$ cat config.mk
export PLATFORM = sky130hd
export DESIGN_NAME = adcf_ctrl
export DESIGN_NICKNAME = d
export VERILOG_FILES = /design/src/pkg/adcf_pkg.sv /design/src/hdl/adcf_format.sv /design/src/hdl/adcf_ctrl.sv
export SDC_FILE = /design/constraint.sdc
export NUM_CORES = 1
export LEC_CHECK = 0
export BUFFER_PORTS_ARGS = -buffer_cell sky130_fd_sc_hd__buf_2
export CAP_MARGIN = 5
export CORE_MARGIN = 3
export CORE_UTILIZATION = 50
export CTS_BUF_LIST = sky130_fd_sc_hd__clkbuf_2 sky130_fd_sc_hd__clkbuf_4 sky130_fd_sc_hd__clkbuf_8
export DETAILED_ROUTE_END_ITERATION = 12
export PLACE_DENSITY = 0.77
export SLEW_MARGIN = 10
export SYNTH_ARGS = -nofsm -noshare
export SYNTH_HDL_FRONTEND = slang
export SYNTH_SLANG_ARGS = --single-unit
$ cat constraint.sdc
create_clock -name clk_sys -period 2.53 [get_ports clk_sys]
set_clock_uncertainty 0.15 [all_clocks]
set_input_delay 0.506 -clock clk_sys [delete_from_list [all_inputs] [get_ports clk_sys]]
set_output_delay 0.506 -clock clk_sys [all_outputs]
set_load 0.05 [all_outputs]
$ cat src/pkg/adcf_pkg.sv
// constants and types of the converter control block
package adcf_pkg;

	// ----------------------------------------
	// register map (word indices on the port)
	// ----------------------------------------
	localparam logic [1:0] ADDR_CTRL_STATUS = 2'h0;
	localparam logic [1:0] ADDR_RESULT_HIGH = 2'h1;
	localparam logic [1:0] ADDR_RESULT_LOW = 2'h2;
	localparam logic [1:0] ADDR_CLOCK = 2'h3;

	// ----------------------------------------
	// status/control field layout and result width
	// ----------------------------------------
	localparam int CS_DONE_BIT = 7;
	localparam int CS_IRQEN_BIT = 6;
	localparam int CS_CONT_BIT = 5;
	localparam int CH_W = 5;
	localparam int RES_W = 10;

	// ----------------------------------------
	// clock register field layout
	// ----------------------------------------
	localparam int CK_FMT_LO = 2;
	localparam int CK_DIV_LO = 5;
	localparam int CK_SRC_BIT = 4;

	// ----------------------------------------
	// channel codes
	// ----------------------------------------
	localparam logic [4:0] CH_LAST_EXT = 5'h17;
	localparam logic [4:0] CH_REF_HIGH = 5'h1D;
	localparam logic [4:0] CH_REF_LOW = 5'h1E;
	localparam logic [4:0] CH_POWER_OFF = 5'h1F;

	// ----------------------------------------
	// reset values and reference codes
	// ----------------------------------------
	localparam logic [7:0] CS_RESET = 8'h1F;
	localparam logic [7:0] CK_RESET = 8'h04;
	localparam logic [9:0] REF_HIGH_CODE = 10'h3FF;
	localparam logic [9:0] REF_LOW_CODE = 10'h000;

	// ----------------------------------------
	// conversion timing in converter clocks
	// ----------------------------------------
	localparam int CONV_CYCLES = 16;

	typedef enum logic [1:0] {
		FMT_TRUNC = 2'h0,
		FMT_RIGHT = 2'h1,
		FMT_LEFT = 2'h2,
		FMT_LEFT_SIGNED = 2'h3
	} adcf_fmt_t;

	typedef struct packed {
		logic [1:0] addr;
		logic [7:0] wdata;
		logic wr;
		logic rd;
	} adcf_bus_t;

	typedef struct packed {
		logic [7:0] high;
		logic [7:0] low;
	} adcf_result_t;

endpackage

$ cat src/hdl/adcf_format.sv
// result formatting into high and low register images
`timescale 1ns/1ps
module adcf_format
	import adcf_pkg::*;
(
	input wire logic [RES_W-1:0] raw,
	input wire adcf_fmt_t fmt,
	output adcf_result_t img
);
	always_comb begin
		img = '0;
		unique case (fmt)
			FMT_TRUNC: begin
				img.low = raw[9:2];
			end
			FMT_RIGHT: begin
				img.high = {6'h00, raw[9:8]};
				img.low = raw[7:0];
			end
			FMT_LEFT: begin
				img.high = raw[9:2];
				img.low = {raw[1:0], 6'h00};
			end
			FMT_LEFT_SIGNED: begin
				img.high = {~raw[9], raw[8:2]};
				img.low = {raw[1:0], 6'h00};
			end
		endcase
	end
endmodule

$ cat src/hdl/adcf_ctrl.sv
// control, sequencing and result registers of the converter
`timescale 1ns/1ps

// What this block does
// four result formats chosen by two format bits of the clock register
// left format puts top eight bits high, lowest two low
// outside truncation, high read needs low read or results are blocked
// right format puts top two bits high, lower eight low
// signed left format equals left format with bit 9 inverted
// truncation puts top eight bits low, drops lowest two
// truncation format has no high/low read interlock
// interrupt enabled raises request at every conversion end
// with interrupt enabled done flag never sets and reads zero
// interrupt disabled sets done flag until result read; reset clears
// request drops on result read or control write; reset clears enable
// continuous bit repeats conversions; else one per control write
// five-bit channel field, 32 codes, 24 external inputs
// channel code all ones powers the converter off
// channel codes route high and low references into converter
// software discards first conversion after power-off code
// wait mode keeps converting; enabled interrupt wakes processor
// stop mode aborts conversion, goes idle, resumes after exit
// software writes zero into done flag position
// control write starts conversion of 16 to 17 converter clocks
// continuous mode overwrites result unless the high/low read interlock holds it
// format codes 00 trunc, 01 right, 10 left, 11 signed; reset right
// outside truncation, high read latches low register until low read
module adcf_ctrl
	import adcf_pkg::*;
#(
	parameter int CONV_CLKS = CONV_CYCLES,
	parameter int DIV_MAX_LOG = 4
)(
	input wire logic clk_sys,
	input wire logic nrst,
	input wire logic [1:0] addr,
	input wire logic [7:0] wdata,
	input wire logic wr_stb,
	input wire logic rd_stb,
	output logic [7:0] rdata,
	input wire logic stop_mode,
	input wire logic [RES_W-1:0] sample_data,
	output logic [CH_W-1:0] channel_select,
	output logic sample_start,
	output logic conv_power_off,
	output logic conv_irq,
	output logic wake_req
);
	initial begin
		if (CONV_CLKS < 2 || CONV_CLKS > 255 || DIV_MAX_LOG != 4) begin
			$error("adcf_ctrl: unsupported parameter value");
		end
	end

	// ----------------------------------------
	// bus decode
	// ----------------------------------------
	adcf_bus_t bus;
	assign bus = '{addr: addr, wdata: wdata, wr: wr_stb, rd: rd_stb};
	logic wr_cs, wr_ck, rd_hi, rd_lo;
	assign wr_cs = bus.wr && bus.addr == ADDR_CTRL_STATUS;
	assign wr_ck = bus.wr && bus.addr == ADDR_CLOCK;
	assign rd_hi = bus.rd && bus.addr == ADDR_RESULT_HIGH;
	assign rd_lo = bus.rd && bus.addr == ADDR_RESULT_LOW;

	// ----------------------------------------
	// state
	// ----------------------------------------
	typedef enum logic [1:0] {
		ST_IDLE = 2'b00,
		ST_CONV = 2'b01,
		ST_DONE = 2'b11
	} adcf_state_t;

	adcf_state_t st_q, st_d;
	logic irq_en_q, irq_en_d, cont_q, cont_d;
	logic [CH_W-1:0] ch_q, ch_d;
	logic [7:0] ck_q, ck_d;
	logic done_q, done_d, irq_q, irq_d;
	logic lock_q, lock_d;
	adcf_result_t res_q, res_d;
	logic [7:0] low_hold_q, low_hold_d;
	logic [7:0] cnt_q, cnt_d;
	logic [3:0] pre_q, pre_d;
	logic [7:0] rdata_d;
	logic start_q, start_d;
	logic resume_q, resume_d;
	adcf_result_t img;
	logic [RES_W-1:0] raw;
	adcf_fmt_t fmt;
	logic tick, is_trunc, fin;
	logic [3:0] div_lim;

	assign fmt = adcf_fmt_t'(ck_q[CK_FMT_LO +: 2]);
	assign is_trunc = fmt == FMT_TRUNC;

	// reference codes replace the sampled input
	always_comb begin
		unique case (ch_q)
			CH_REF_HIGH: raw = REF_HIGH_CODE;
			CH_REF_LOW: raw = REF_LOW_CODE;
			default: raw = sample_data;
		endcase
	end

	adcf_format u_fmt (
		.raw(raw),
		.fmt(fmt),
		.img(img)
	);

	// converter clock prescaler
	always_comb begin
		unique case (ck_q[CK_DIV_LO +: 3])
			3'h0: div_lim = 4'h0;
			3'h1: div_lim = 4'h1;
			3'h2: div_lim = 4'h3;
			3'h3: div_lim = 4'h7;
			default: div_lim = 4'hF;
		endcase
	end
	assign tick = pre_q == div_lim;
	assign fin = st_q == ST_CONV && tick && cnt_q == 8'(CONV_CLKS - 1);

	// ----------------------------------------
	// next-state logic
	// ----------------------------------------
	always_comb begin
		st_d = st_q;
		irq_en_d = irq_en_q;
		cont_d = cont_q;
		ch_d = ch_q;
		ck_d = ck_q;
		done_d = done_q;
		irq_d = irq_q;
		lock_d = lock_q;
		res_d = res_q;
		low_hold_d = low_hold_q;
		cnt_d = cnt_q;
		start_d = 1'b0;
		resume_d = resume_q;
		pre_d = tick ? 4'h0 : pre_q + 4'h1;
		if (wr_ck) begin
			ck_d = bus.wdata;
		end
		if (rd_hi || rd_lo) begin
			done_d = 1'b0;
			irq_d = 1'b0;
		end
		if (rd_hi && !is_trunc) begin
			lock_d = 1'b1;
			low_hold_d = res_q.low;
		end
		if (rd_lo) begin
			lock_d = 1'b0;
		end
		unique case (st_q)
			ST_IDLE: begin
			end
			ST_CONV: begin
				if (tick) begin
					cnt_d = cnt_q + 8'h01;
				end
				if (fin) begin
					st_d = ST_DONE;
				end
			end
			ST_DONE: begin
				// store unless the interlock holds the result
				if (is_trunc || !lock_q) begin
					res_d = img;
				end
				if (irq_en_q) begin
					irq_d = 1'b1;
				end else begin
					done_d = 1'b1;
				end
				cnt_d = 8'h00;
				st_d = cont_q ? ST_CONV : ST_IDLE;
				start_d = cont_q;
			end
			default: begin
				st_d = ST_IDLE;
			end
		endcase
		if (wr_cs) begin
			irq_en_d = bus.wdata[CS_IRQEN_BIT];
			cont_d = bus.wdata[CS_CONT_BIT];
			ch_d = bus.wdata[CH_W-1:0];
			irq_d = 1'b0;
			cnt_d = 8'h00;
			if (bus.wdata[CH_W-1:0] != CH_POWER_OFF) begin
				st_d = ST_CONV;
				start_d = 1'b1;
			end else begin
				st_d = ST_IDLE;
			end
		end
		if (irq_en_d) begin
			done_d = 1'b0;
		end
		if (stop_mode) begin
			// remember an aborted or requested conversion for the exit
			resume_d = resume_q || st_d != ST_IDLE;
			st_d = ST_IDLE;
			start_d = 1'b0;
			cnt_d = 8'h00;
		end else if (resume_q) begin
			resume_d = 1'b0;
			if (ch_d != CH_POWER_OFF) begin
				st_d = ST_CONV;
				start_d = 1'b1;
				cnt_d = 8'h00;
			end
		end
	end

	// read data, one cycle after the strobe
	always_comb begin
		rdata_d = 8'h00;
		if (bus.rd) begin
			unique case (bus.addr)
				ADDR_CTRL_STATUS: begin
					rdata_d = {3'h0, ch_q};
					rdata_d[CS_DONE_BIT] = done_q && !irq_en_q;
					rdata_d[CS_IRQEN_BIT] = irq_en_q;
					rdata_d[CS_CONT_BIT] = cont_q;
				end
				ADDR_RESULT_HIGH: rdata_d = res_q.high;
				ADDR_RESULT_LOW: rdata_d = lock_q ? low_hold_q : res_q.low;
				ADDR_CLOCK: rdata_d = ck_q;
			endcase
		end
	end

	// ----------------------------------------
	// registers
	// ----------------------------------------
	always_ff @(posedge clk_sys or negedge nrst) begin
		if (!nrst) begin
			st_q <= ST_IDLE;
			irq_en_q <= CS_RESET[CS_IRQEN_BIT];
			cont_q <= CS_RESET[CS_CONT_BIT];
			ch_q <= CS_RESET[CH_W-1:0];
			ck_q <= CK_RESET;
			done_q <= 1'b0;
			irq_q <= 1'b0;
			lock_q <= 1'b0;
			res_q <= '0;
			low_hold_q <= 8'h00;
			cnt_q <= 8'h00;
			pre_q <= 4'h0;
			rdata <= 8'h00;
			start_q <= 1'b0;
			resume_q <= 1'b0;
		end else begin
			st_q <= st_d;
			irq_en_q <= irq_en_d;
			cont_q <= cont_d;
			ch_q <= ch_d;
			ck_q <= ck_d;
			done_q <= done_d;
			irq_q <= irq_d;
			lock_q <= lock_d;
			res_q <= res_d;
			low_hold_q <= low_hold_d;
			cnt_q <= cnt_d;
			pre_q <= pre_d;
			rdata <= rdata_d;
			start_q <= start_d;
			resume_q <= resume_d;
		end
	end

	// ----------------------------------------
	// outputs to the analog side and the cpu
	// ----------------------------------------
	logic pwr_off_q, wake_q;
	always_ff @(posedge clk_sys or negedge nrst) begin
		if (!nrst) begin
			pwr_off_q <= 1'b1;
			wake_q <= 1'b0;
		end else begin
			pwr_off_q <= ch_d == CH_POWER_OFF || stop_mode;
			wake_q <= irq_d;
		end
	end
	assign channel_select = ch_q;
	assign sample_start = start_q;
	assign conv_power_off = pwr_off_q;
	assign conv_irq = irq_q;
	assign wake_req = wake_q;
endmodule

* After elaboration in Yosys (flattened, before gate mapping)
Cells that the tools add are included.
** Storage, ports and cells
- Input bits :: 25
- Word-level logic and storage cells :: 102
- Bits in registers :: 67
- Output and inout port bits :: 17
** Operators by class
- Bitwise operators :: 1
- Equality and inequality tests :: 18
- Mux-type cells :: 41
- $add $sub $neg :: 2
- Reduce and logical (&&, ||, !) cells :: 23
** Operator list (number)
- 2-to-1 mux 8 bit :: 7
- case mux 8 bit (3 select lines) :: 2
- case mux 8 bit (4 select lines) :: 1
- 2-to-1 mux 1 bit :: 20
- case mux 10 bit (2 select lines) :: 1
- case mux 4 bit (4 select lines) :: 1
- case mux 8 bit (2 select lines) :: 1
- equality test 5 bit (second input constant) :: 3
- equality test 2 bit (second input constant) :: 5
- 2-to-1 mux 2 bit :: 5
- != test 5 bit (second input constant) :: 2
- adder 8 x 1 -> 8 bit (second input constant) :: 1
- equality test 8 x 4 -> 1 bit (second input constant) :: 1
- logical AND 1 bit :: 8
- equality test 2 x 1 -> 1 bit (second input constant) :: 3
- equality test 3 x 2 -> 1 bit (second input constant) :: 2
- logical NOT 2 bit :: 3
- case mux 2 bit (3 select lines) :: 1
- 2-to-1 mux 5 bit :: 1
- adder 4 x 1 -> 4 bit (second input constant) :: 1
- equality test 4 bit :: 1
- logical OR 1 bit :: 4
- 2-to-1 mux 4 bit :: 1
- nonzero test 2 bit :: 2
- 6 further kinds :: 8

* Logic depth before layout (Yosys ltp)
Gate-level depths: netlist (run 1).
- Word-level depth :: 11
- Depth in mapped cells :: 6
- Mapped depth without buffers :: 5

* By module
A second synthesis (run 1) with hierarchy kept.
** Unflattened totals
- Cell total of the unflattened synthesis :: 282
- Area total of the unflattened synthesis :: 3440.8 um^2
** Modules (own cells, without submodules)
- adcf_ctrl :: times used 1, cells an instance 248, area an instance 3230.6 um^2, seq. area each 1685.4 um^2
- adcf_format :: times used 1, cells an instance 34, area an instance 210.2 um^2, seq. area each 0.0 um^2

* Worst setup path after synthesis (run 1)
No wires, ideal clock.
- Path type :: reg-to-reg
- Start :: register ch_q[0], in the netlist channel_select[0]
- End :: register res_q[0] in the netlist's numbering
- Required time :: 2.297 ns
- Setup time :: 0.083 ns
- Slack :: 0.466 ns
- Arrival :: 1.832 ns
- Path buffers :: 1
- Stages on the path, launching flop included :: 7
- Cell sequence :: dfstp_2 nand4_1 nor2_1 clkbuf_1 o21ai_0 a221o_1 o21ai_0
** Between the ends
- Word-level cells in the longest chain between the ends :: 3
- Elaborated cells between the ends (all ways) :: 4
** RTL lines
- start: declaration :: line adcf_ctrl.sv:77 : logic [CH_W-1:0] ch_q, ch_d;
- start signal: assignment :: line adcf_ctrl.sv:244 : ch_q <= CS_RESET[CH_W-1:0];
- start signal: assignment :: line adcf_ctrl.sv:260 : ch_q <= ch_d;
- equality test 5 bit :: line adcf_ctrl.sv:99 : unique case (ch_q)
- case mux 10 bit (2 select lines) * :: line adcf_ctrl.sv:99
- case mux 8 bit (3 select lines) * :: line adcf_format.sv:12 : unique case (fmt)
- end signal: assignment :: line adcf_ctrl.sv:265 : res_q <= res_d;
- end: declaration :: line adcf_ctrl.sv:81 : adcf_result_t res_q, res_d;
Every way passes the cells marked *; elsewhere a longest branch is shown, timed or not.
A chain may end at the register's enable or synchronous reset.

* Worst setup path after layout (run 1)
- Start :: register ck_q[6]
- End :: register cnt_q[6]
** Between the ends
- Word-level cells in the longest chain between the ends :: 9
- Elaborated cells between the ends (all ways) :: 12
** RTL lines
- start: declaration :: line adcf_ctrl.sv:78 : logic [7:0] ck_q, ck_d;
- start signal: assignment :: line adcf_ctrl.sv:261 : ck_q <= ck_d;
- equality test 3 x 2 -> 1 bit, or another cell as far along :: line adcf_ctrl.sv:114 : unique case (ck_q[CK_DIV_LO +: 3])
- case mux 4 bit (4 select lines) * :: line adcf_ctrl.sv:114
- equality test 4 bit * :: line adcf_ctrl.sv:122 : assign tick = pre_q == div_lim;
- 2-to-1 mux 8 bit * :: line adcf_ctrl.sv:161 : if (tick) begin
- case mux 8 bit (2 select lines) * :: line adcf_ctrl.sv:157 : unique case (st_q)
- 2-to-1 mux 8 bit * :: line adcf_ctrl.sv:186 : if (wr_cs) begin
- 2-to-1 mux 8 bit :: line adcf_ctrl.sv:210 : if (ch_d != CH_POWER_OFF) begin
- 2-to-1 mux 8 bit * :: line adcf_ctrl.sv:208 : end else if (resume_q) begin
- 2-to-1 mux 8 bit * :: line adcf_ctrl.sv:202 : if (stop_mode) begin
- net cnt_d[6] :: line adcf_ctrl.sv:83 : logic [7:0] cnt_q, cnt_d;
- end signal: assignment :: line adcf_ctrl.sv:267 : cnt_q <= cnt_d;
- end: declaration :: line adcf_ctrl.sv:83
The timed path passes the listed nets; every way through them passes the cells marked *.

==> results of run 1 <==
worst paths after layout:
check                                      start                endpoint  cells after the start
max reg2reg                  ck_q[6]$_DFFE_PN0P_      cnt_q[6]$_DFF_PN0_                      5
min in group asynchronous                   nrst     ck_q[4]$_DFFE_PN0P_                      2
min                                    stop_mode  sample_start$_DFF_PN0_                      2
max                          ck_q[6]$_DFFE_PN0P_      cnt_q[6]$_DFF_PN0_                      5
max in group asynchronous                   nrst     ck_q[2]$_DFFE_PN1P_                      3
min reg2reg                res_q[14]$_DFFE_PN0P_   res_q[14]$_DFFE_PN0P_                      2
power by group through the flow:
stage / registers (mW) / logic, mW / clock network (mW)
finish: 1.34 / 0.668 / 0.935
global route: 1.36 / 0.729 / 1.00
CTS: 1.34 / 0.669 / 0.951
detailed placement: 1.36 / 0.663 / 0
global placement: 1.35 / 0.644 / 0
floorplan: 1.41 / 0.415 / 0
Yosys cell counts, types with 3 or more instances:
library cell	count
dfrtp_1	60
mux2_2	30
o21ai_0	29
nand2_1	21
nor2_1	20
clkbuf_1	13
a21oi_1	10
and2_1	8
dfstp_2	7
nand3_1	7
a22o_1	6
a31oi_1	6
mux4_2	6
nand2b_1	6
nand4_1	6
inv_1	5
mux2i_1	5
xnor2_1	5
o211ai_1	4
a21o_1	3
a221o_1	3
xor2_1	3
final cells by class:
cell class / instances / area share
clock buffers: 11 / 0.03876
multi-input cells: 213 / 0.4148
well taps: 77 / 0.02466
inverters: 5 / 0.004805
clock inverters: 5 / 0.01570
flip-flops and latches: 67 / 0.4315
repair buffers: 48 / 0.06983
repair_timing:
item / CTS / global route
buffers inserted: 0 / 0
hold buffers: 1 / 0
hold endpoints to repair: 12 / 0
kinds of logic after synthesis:
family / Yosys count
AO/OA/AOI/OAI: 75
buffers and inverters: 22
adder cells (fa/ha/maj): 2
flip-flops: 67
multiplexers: 42
XOR/XNOR: 9
AND/OR/NAND/NOR: 85
registers in the layout, indices dropped and copies added, names as in the netlist, 2 cells and up:
signal,count
pre_q,4
rdata,8
channel_select,5
st_q,2
ck_q,8
low_hold_q,8
res_q,16
cnt_q,8
metrics by stage:
stage / setup slack [ps] / instances / hold slack (ps)
finish: 470.2 / 426 / 208.4
global route: 338.3 / 426 / 209.3
CTS: 489.6 / 426 / 202.2
detailed placement: 452.0 / 409 / 327.1
global placement: 520.7 / 409 / 321.4
floorplan: 465.8 / 302 / 60.41
metal layers:
layer	vias up	GRT usage	routed length (um)
li1	1202	-	-
met1	1304	0.3034	3594
met2	65	0.3100	3630
met3	13	0.04004	346
met4	0	0.09478	132
met5	-	0	0
worst max-delay path, stage by stage, from the launching register on:
cell and delay (ps):
dfrtp_1 440, nor4_2 310, a22oi_2 160, a21oi_4 310, or4b_1 470, a21oi_1 150
placed cells by master, fill, tap and decap left out, types with 2 or more instances in the layout:
cell	n
dfrtp_1	60
buf_2	41
mux2_2	30
o21ai_0	29
nand2_1	21
nor2_1	20
clkbuf_8	11
a21oi_1	10
and2_1	8
nand3_1	7
dfstp_2	7
nand4_1	6
a31oi_1	6
nand2b_1	6
mux4_2	6
a22o_1	6
inv_1	5
xnor2_1	5
mux2i_1	5
buf_4	5
o211ai_1	4
xor2_1	3
a221o_1	3
a21o_1	3
clkinvlp_4	3
and4_1	2
a21boi_0	2
a2111oi_1	2
or3_1	2
ha_1	2
==> metrics.md, run 1 <==
| Metric | Value |
|---|---|
| Status | finished clean |
| Final global-route overflow total | 0 |
| Hold Vio Cnt, Final | 0 |
| Synth Area in Compound Gates | 0.1493 |
| Nets@finish | 371 |
| Routed Antenna Nets | 0 |
| Wirelength, routed | 7703 um |
| First-pass GRT wire length | 12,430 um |
| Port Buf Inserts | 41 |
| Number of clock sinks | 67 |
| Critical path type | reg -> reg |
| Clk Tree Root Cell | clkbuf_8 |
| CTS buffer count | 9 |
| Htree depth | 3 |
| FILL cells | 530 |
| Xor-xnor portion of the synthesized cell area | 0.02543 |
| Slew headroom | 0.6342 |
| Syn nets | 329 |
| Largest family of logic cells by synthesized area | multiplexers |
| Setup violations, final | 0 |
| Die height | 88.40 um |
| Worst-Margin Slew | 548.7 ps |
| Library cells used by synthesis | 55 |
| Placed inst area | 3684 um^2 |
| Combinational Power Share | 0.227 |
| Initial antenna violation count | 0 |
| CTS tree | yes |
| Skew-Pair Late Insertion Delay | 350 ps |
| Leak | 1.672 nW |
| Final setup TNS | 0 ps |
| Clock tree buffer depth | 2 |
| Starting Density | 0.5256 |
| Worst setup SP type | flip-flop |
| Routed vias | 2,584 |
| Die W | 88.40 um |
| Final Power | 2.945 mW |
| Crit-path max FO | 9 |
| Clock power frac | 0.317 |
| Synthesized flop and latch total | 67 |
| Via density | 6.066 |
| Seq. cell area | 1685 um^2 |
| Row cnt | 29 |
| FMAX | 0.4855 GHz |
| Hold crit path type | in -> reg |
| Area growth, synth to finish | 15.08% |
| Switching share of power | 0.3284 |
| Routed length per instance | 18.08 um |
| EDFF count, synth | 0 |
| Detailed Route Iter0 Violations | 167 |
| Post-synth top area share | 0.4423 |
| Fin area | 3906 um^2 |
| Max rail drop VDD | 0.2432 mV |
| Sequential share of the synthesized area | 0.4965 |
| GP Congestion | 0.8027 |
| Area of the core | 6459 um^2 |
| Synth area leader | dfrtp_1 |
| YS warnings | 0 |
| RSZ-0062 raised after global routing | false |
| Internal power | 1.978 mW |
| Multi-input gate area | 1620 um^2 |
| Max-cap violation count | 0 |
| Max Slew Vio Count | 0 |
| Switch Pwr | 0.9674 mW |
| N_diodes | 0 |
| CTS clk-pin slew, worst paths | 80 ps |
| Residual DRC count | 0 |
| CP Capture Type | flip-flop |
| Tmin final | 2060 ps |
| Final worst-path cycle share | 0.8142 |
| CTS resizes | 0 |
| Mean Syn Cell Area | 11.24 um^2 |
| Mux contribution to synthesized area | 0.1618 |
| Simple-gate share of the synthesized area | 0.1334 |
| Adder-cell share of the synthesized area | 0.007372 |
| DP Wirelength | 5515 um |
| Core Util, Final | 0.6048 |
| Top_reg_cell synth | dfrtp_1 |
| FF-to-FF setup slack | 470 ps |
| Post-Synthesis Cells | 302 |
| Sequential power share | 0.456 |
| Vias in the first global route | 2,465 |
| WP data required | 2660 ps |
| Mapped Area | 3395 um^2 |
| Crit path DAT | 2190 ps |
| IO Pins | 42 |
| Pre-antenna DRT Iters | 4 |
| Pin count of the biggest net entering global routing | 45 |
| Synth top area cells | dfrtp_1 (44%), mux2_2 (10%), dfstp_2 (5.4%) |
| DIE AREA | 7814 um^2 |
| GRT Util Overall | 0.2108 |
| Layout cells sized above 1 | 0.3295 |
| Pwr/cell area | 754.0 nW/um^2 |
| Ys async rst share | 1.000 |
No activity file was read; power rests on OpenSTA's default activity.
==> inputs of run 2 (changes only) <==
--- a/config.mk
+++ b/config.mk
@@ -11,7 +11,7 @@
 export CORE_UTILIZATION = 50
 export CTS_BUF_LIST = sky130_fd_sc_hd__clkbuf_2 sky130_fd_sc_hd__clkbuf_4 sky130_fd_sc_hd__clkbuf_8
 export DETAILED_ROUTE_END_ITERATION = 12
-export PLACE_DENSITY = 0.77
+export PLACE_DENSITY = 0.8
 export SLEW_MARGIN = 10
 export SYNTH_ARGS = -nofsm -noshare
 export SYNTH_HDL_FRONTEND = slang
==> constraint.sdc (replaced) <==
create_clock -name clk_sys -period 1.85 [get_ports clk_sys]
set_clock_uncertainty 0.15 [all_clocks]
set_input_delay 0.37 -clock clk_sys [delete_from_list [all_inputs] [get_ports clk_sys]]
set_output_delay 0.37 -clock clk_sys [all_outputs]
set_load 0.05 [all_outputs]
==> run 2 against run 1 <==
Effect of this change:
- the run now ends with negative setup slack left
- global-route usage grew 0.72 points
- total power grew 52%
- wire length grew 3.4%
- die area is the same
- non-clock buffer count grew 28
- count of clock-buffer cells in the layout grew 1
- worst hold slack lost 83 ps
- combinational power grew 75%
- sequential share of layout area shrank 3.3 points
- first-iteration DRC count grew 11%
- critical endpoint is now cnt_q[7]$_DFF_PN0_
- largest cell class unchanged
==> metrics.md, run 2 (same netlist as run 1, synthesis figures left out) <==
| Metric | Value |
|---|---|
| Max Slew Vio Count | 0 |
| Nets@finish | 399 |
| Final worst-path cycle share | 1.035 |
| GP Congestion | 0.9028 |
| Skew-Pair Late Insertion Delay | 340 ps |
| Clk Tree Root Cell | clkbuf_8 |
| Final global-route overflow total | 0 |
| CTS clk-pin slew, worst paths | 70 ps |
| Largest register FFs | 16 |
| Layout cells sized above 1 | 0.4191 |
| Via density | 5.914 |
| Switch Pwr | 1.328 mW |
| Worst-Margin Slew | 523.3 ps |
| Detailed Route Iter0 Violations | 185 |
| Internal power | 3.139 mW |
| Pwr/cell area | 1055 nW/um^2 |
| Routed Antenna Nets | 0 |
| Htree depth | 3 |
| Hold crit path type | in -> reg |
| Final std cells w/o fill | 454 |
| First-pass GRT wire length | 12,920 um |
| Hold Vio Cnt, Final | 0 |
| WP data required | 1930 ps |
| Routed vias | 2,685 |
| Starting Density | 0.5256 |
| Die height | 88.40 um |
| Clock power frac | 0.337 |
| Pin count of the biggest net entering global routing | 54 |
| IO Pins | 42 |
| N_diodes | 0 |
| GRT Util Overall | 0.2180 |
| Number of clock sinks | 67 |
| Final worst setup slack | -64.02 ps |
| Residual DRC count | 0 |
| Failing checks | negative setup slack |
| Port Buf Inserts | 41 |
| Final Power | 4.467 mW |
| Max-cap violation count | 0 |
| Combinational Power Share | 0.261 |
| Row cnt | 29 |
| Critical path type | reg -> reg |
| FMAX | 0.5225 GHz |
| Final setup TNS | -233.5 ps |
| DP Cell Count | 431 |
| Initial antenna violation count | 0 |
| Worst setup SP type | flip-flop |
| Switching share of power | 0.2973 |
| Crit-path max FO | 5 |
| Sequential power share | 0.402 |
| CTS tree | yes |
| Commonest non-fill, non-tap cells in the layout | dfrtp_1 (58), buf_2 (41), mux2_2 (30), buf_4 (30), o21ai_0 (26) |
| Max rail drop VDD | 0.5083 mV |
| Status | finished with violations |
| CTS buffer count | 9 |
| DIE AREA | 7814 um^2 |
| CP Capture Type | flip-flop |
| Pre-antenna DRT Iters | 4 |
| Setup violations, final | 7 |
| Tmin final | 1914 ps |
| DP Wirelength | 5759 um |
| Most common cell after layout, fill and taps aside | dfrtp_1 |
| Die W | 88.40 um |
| RSZ-0062 raised after global routing | true |
| Hold Slack | 125.3 ps |
| Area growth, synth to finish | 24.77% |
| Wirelength, routed | 7963 um |
| Clock tree buffer depth | 2 |
| Vias in the first global route | 2,668 |
| Routed length per instance | 17.54 um |
| Area of the core | 6459 um^2 |
| Slew headroom | 0.6494 |
| Crit path DAT | 1990 ps |
| Top reg by flops | res_q |
| Leak | 1.847 nW |
-- run 2: changes by cell type in the layout (fill, tap and decap cells not counted), moves of 3 or more --
cell | before | now
buf_4 | 5 | 30
nor2_1 | 20 | 17
o21ai_0 | 29 | 26
nor2_2 | 1 | 4
-- run 2: cell type report --
class / count / area, um^2
clock inverter: 4 / 97.59
multi-input combinational: 213 / 1679
inverter: 5 / 18.77
clock buffer: 12 / 152.6
sequential: 67 / 1688
timing repair buffer: 76 / 503.0
tap: 77 / 96.34
fill: 487 / 2223
-- run 2: timing repair --
item | 4_1_cts | 5_1_grt
hold buffers | 1 | 0
buffers inserted | 4 | 2
cloned | 0 | 0
pin swaps | 8 | 9
hold endpoints to repair | 12 | 0
gates resized for setup | 3 | 14
endpoints found under the setup margin | 9 | 17
-- run 2: path summary, 6_finish.rpt --
kind	endpoint	slack [ps]	from	cells after the start
worst max-delay path	cnt_q[7]$_DFF_PN0_	-60	ck_q[6]$_DFFE_PN0P_	6
worst min-delay path	channel_select[1]$_DFF_PN1_	130	wdata[1]	3
max in group asynchronous	ck_q[2]$_DFFE_PN1P_	610	nrst	3
worst max register to register	cnt_q[7]$_DFF_PN0_	-60	ck_q[6]$_DFFE_PN0P_	6
min in group asynchronous	st_q[0]$_DFF_PN0_	310	nrst	2
worst min register to register	res_q[13]$_DFFE_PN0P_	350	res_q[13]$_DFFE_PN0P_	2
-- run 2: layer usage --
| metal | GRT usage | vias up | wire length (um) |
|---|---|---|---|
| li1 | - | 1259 | - |
| met2 | 0.3392 | 58 | 3889 |
| met5 | 0 | - | 0 |
| met3 | 0.03631 | 14 | 260 |
| met1 | 0.3029 | 1354 | 3668 |
| met4 | 0.09203 | 0 | 144 |
-- run 2: critical path: stages (launching register included) --
cell and delay, ps:
dfrtp_1 400, nor4_2 300, a22oi_2 160, buf_4 170
a2111oi_2 380, xnor2_1 180, nor2_2 60
-- run 2: power by group through the flow --
stage	combinational [mW]	sequential [mW]	clock, mW
detailed placement	1.08	1.82	0
floorplan	0.576	1.93	0
CTS	1.12	1.79	1.53
global route	1.27	1.81	1.61
global placement	1.05	1.81	0
finish	1.17	1.80	1.50
-- run 2: metrics by stage --
stage	setup WS [ps]	utilization	instance area, um^2
final	-64.02	0.6558	4235
after global routing	-207.4	0.6558	4235
after CTS	-51.88	0.6461	4173
after detailed placement	-49.56	0.5994	3871
after global placement	-12.40	0.5994	3871
after floorplan	-43.45	-	3421
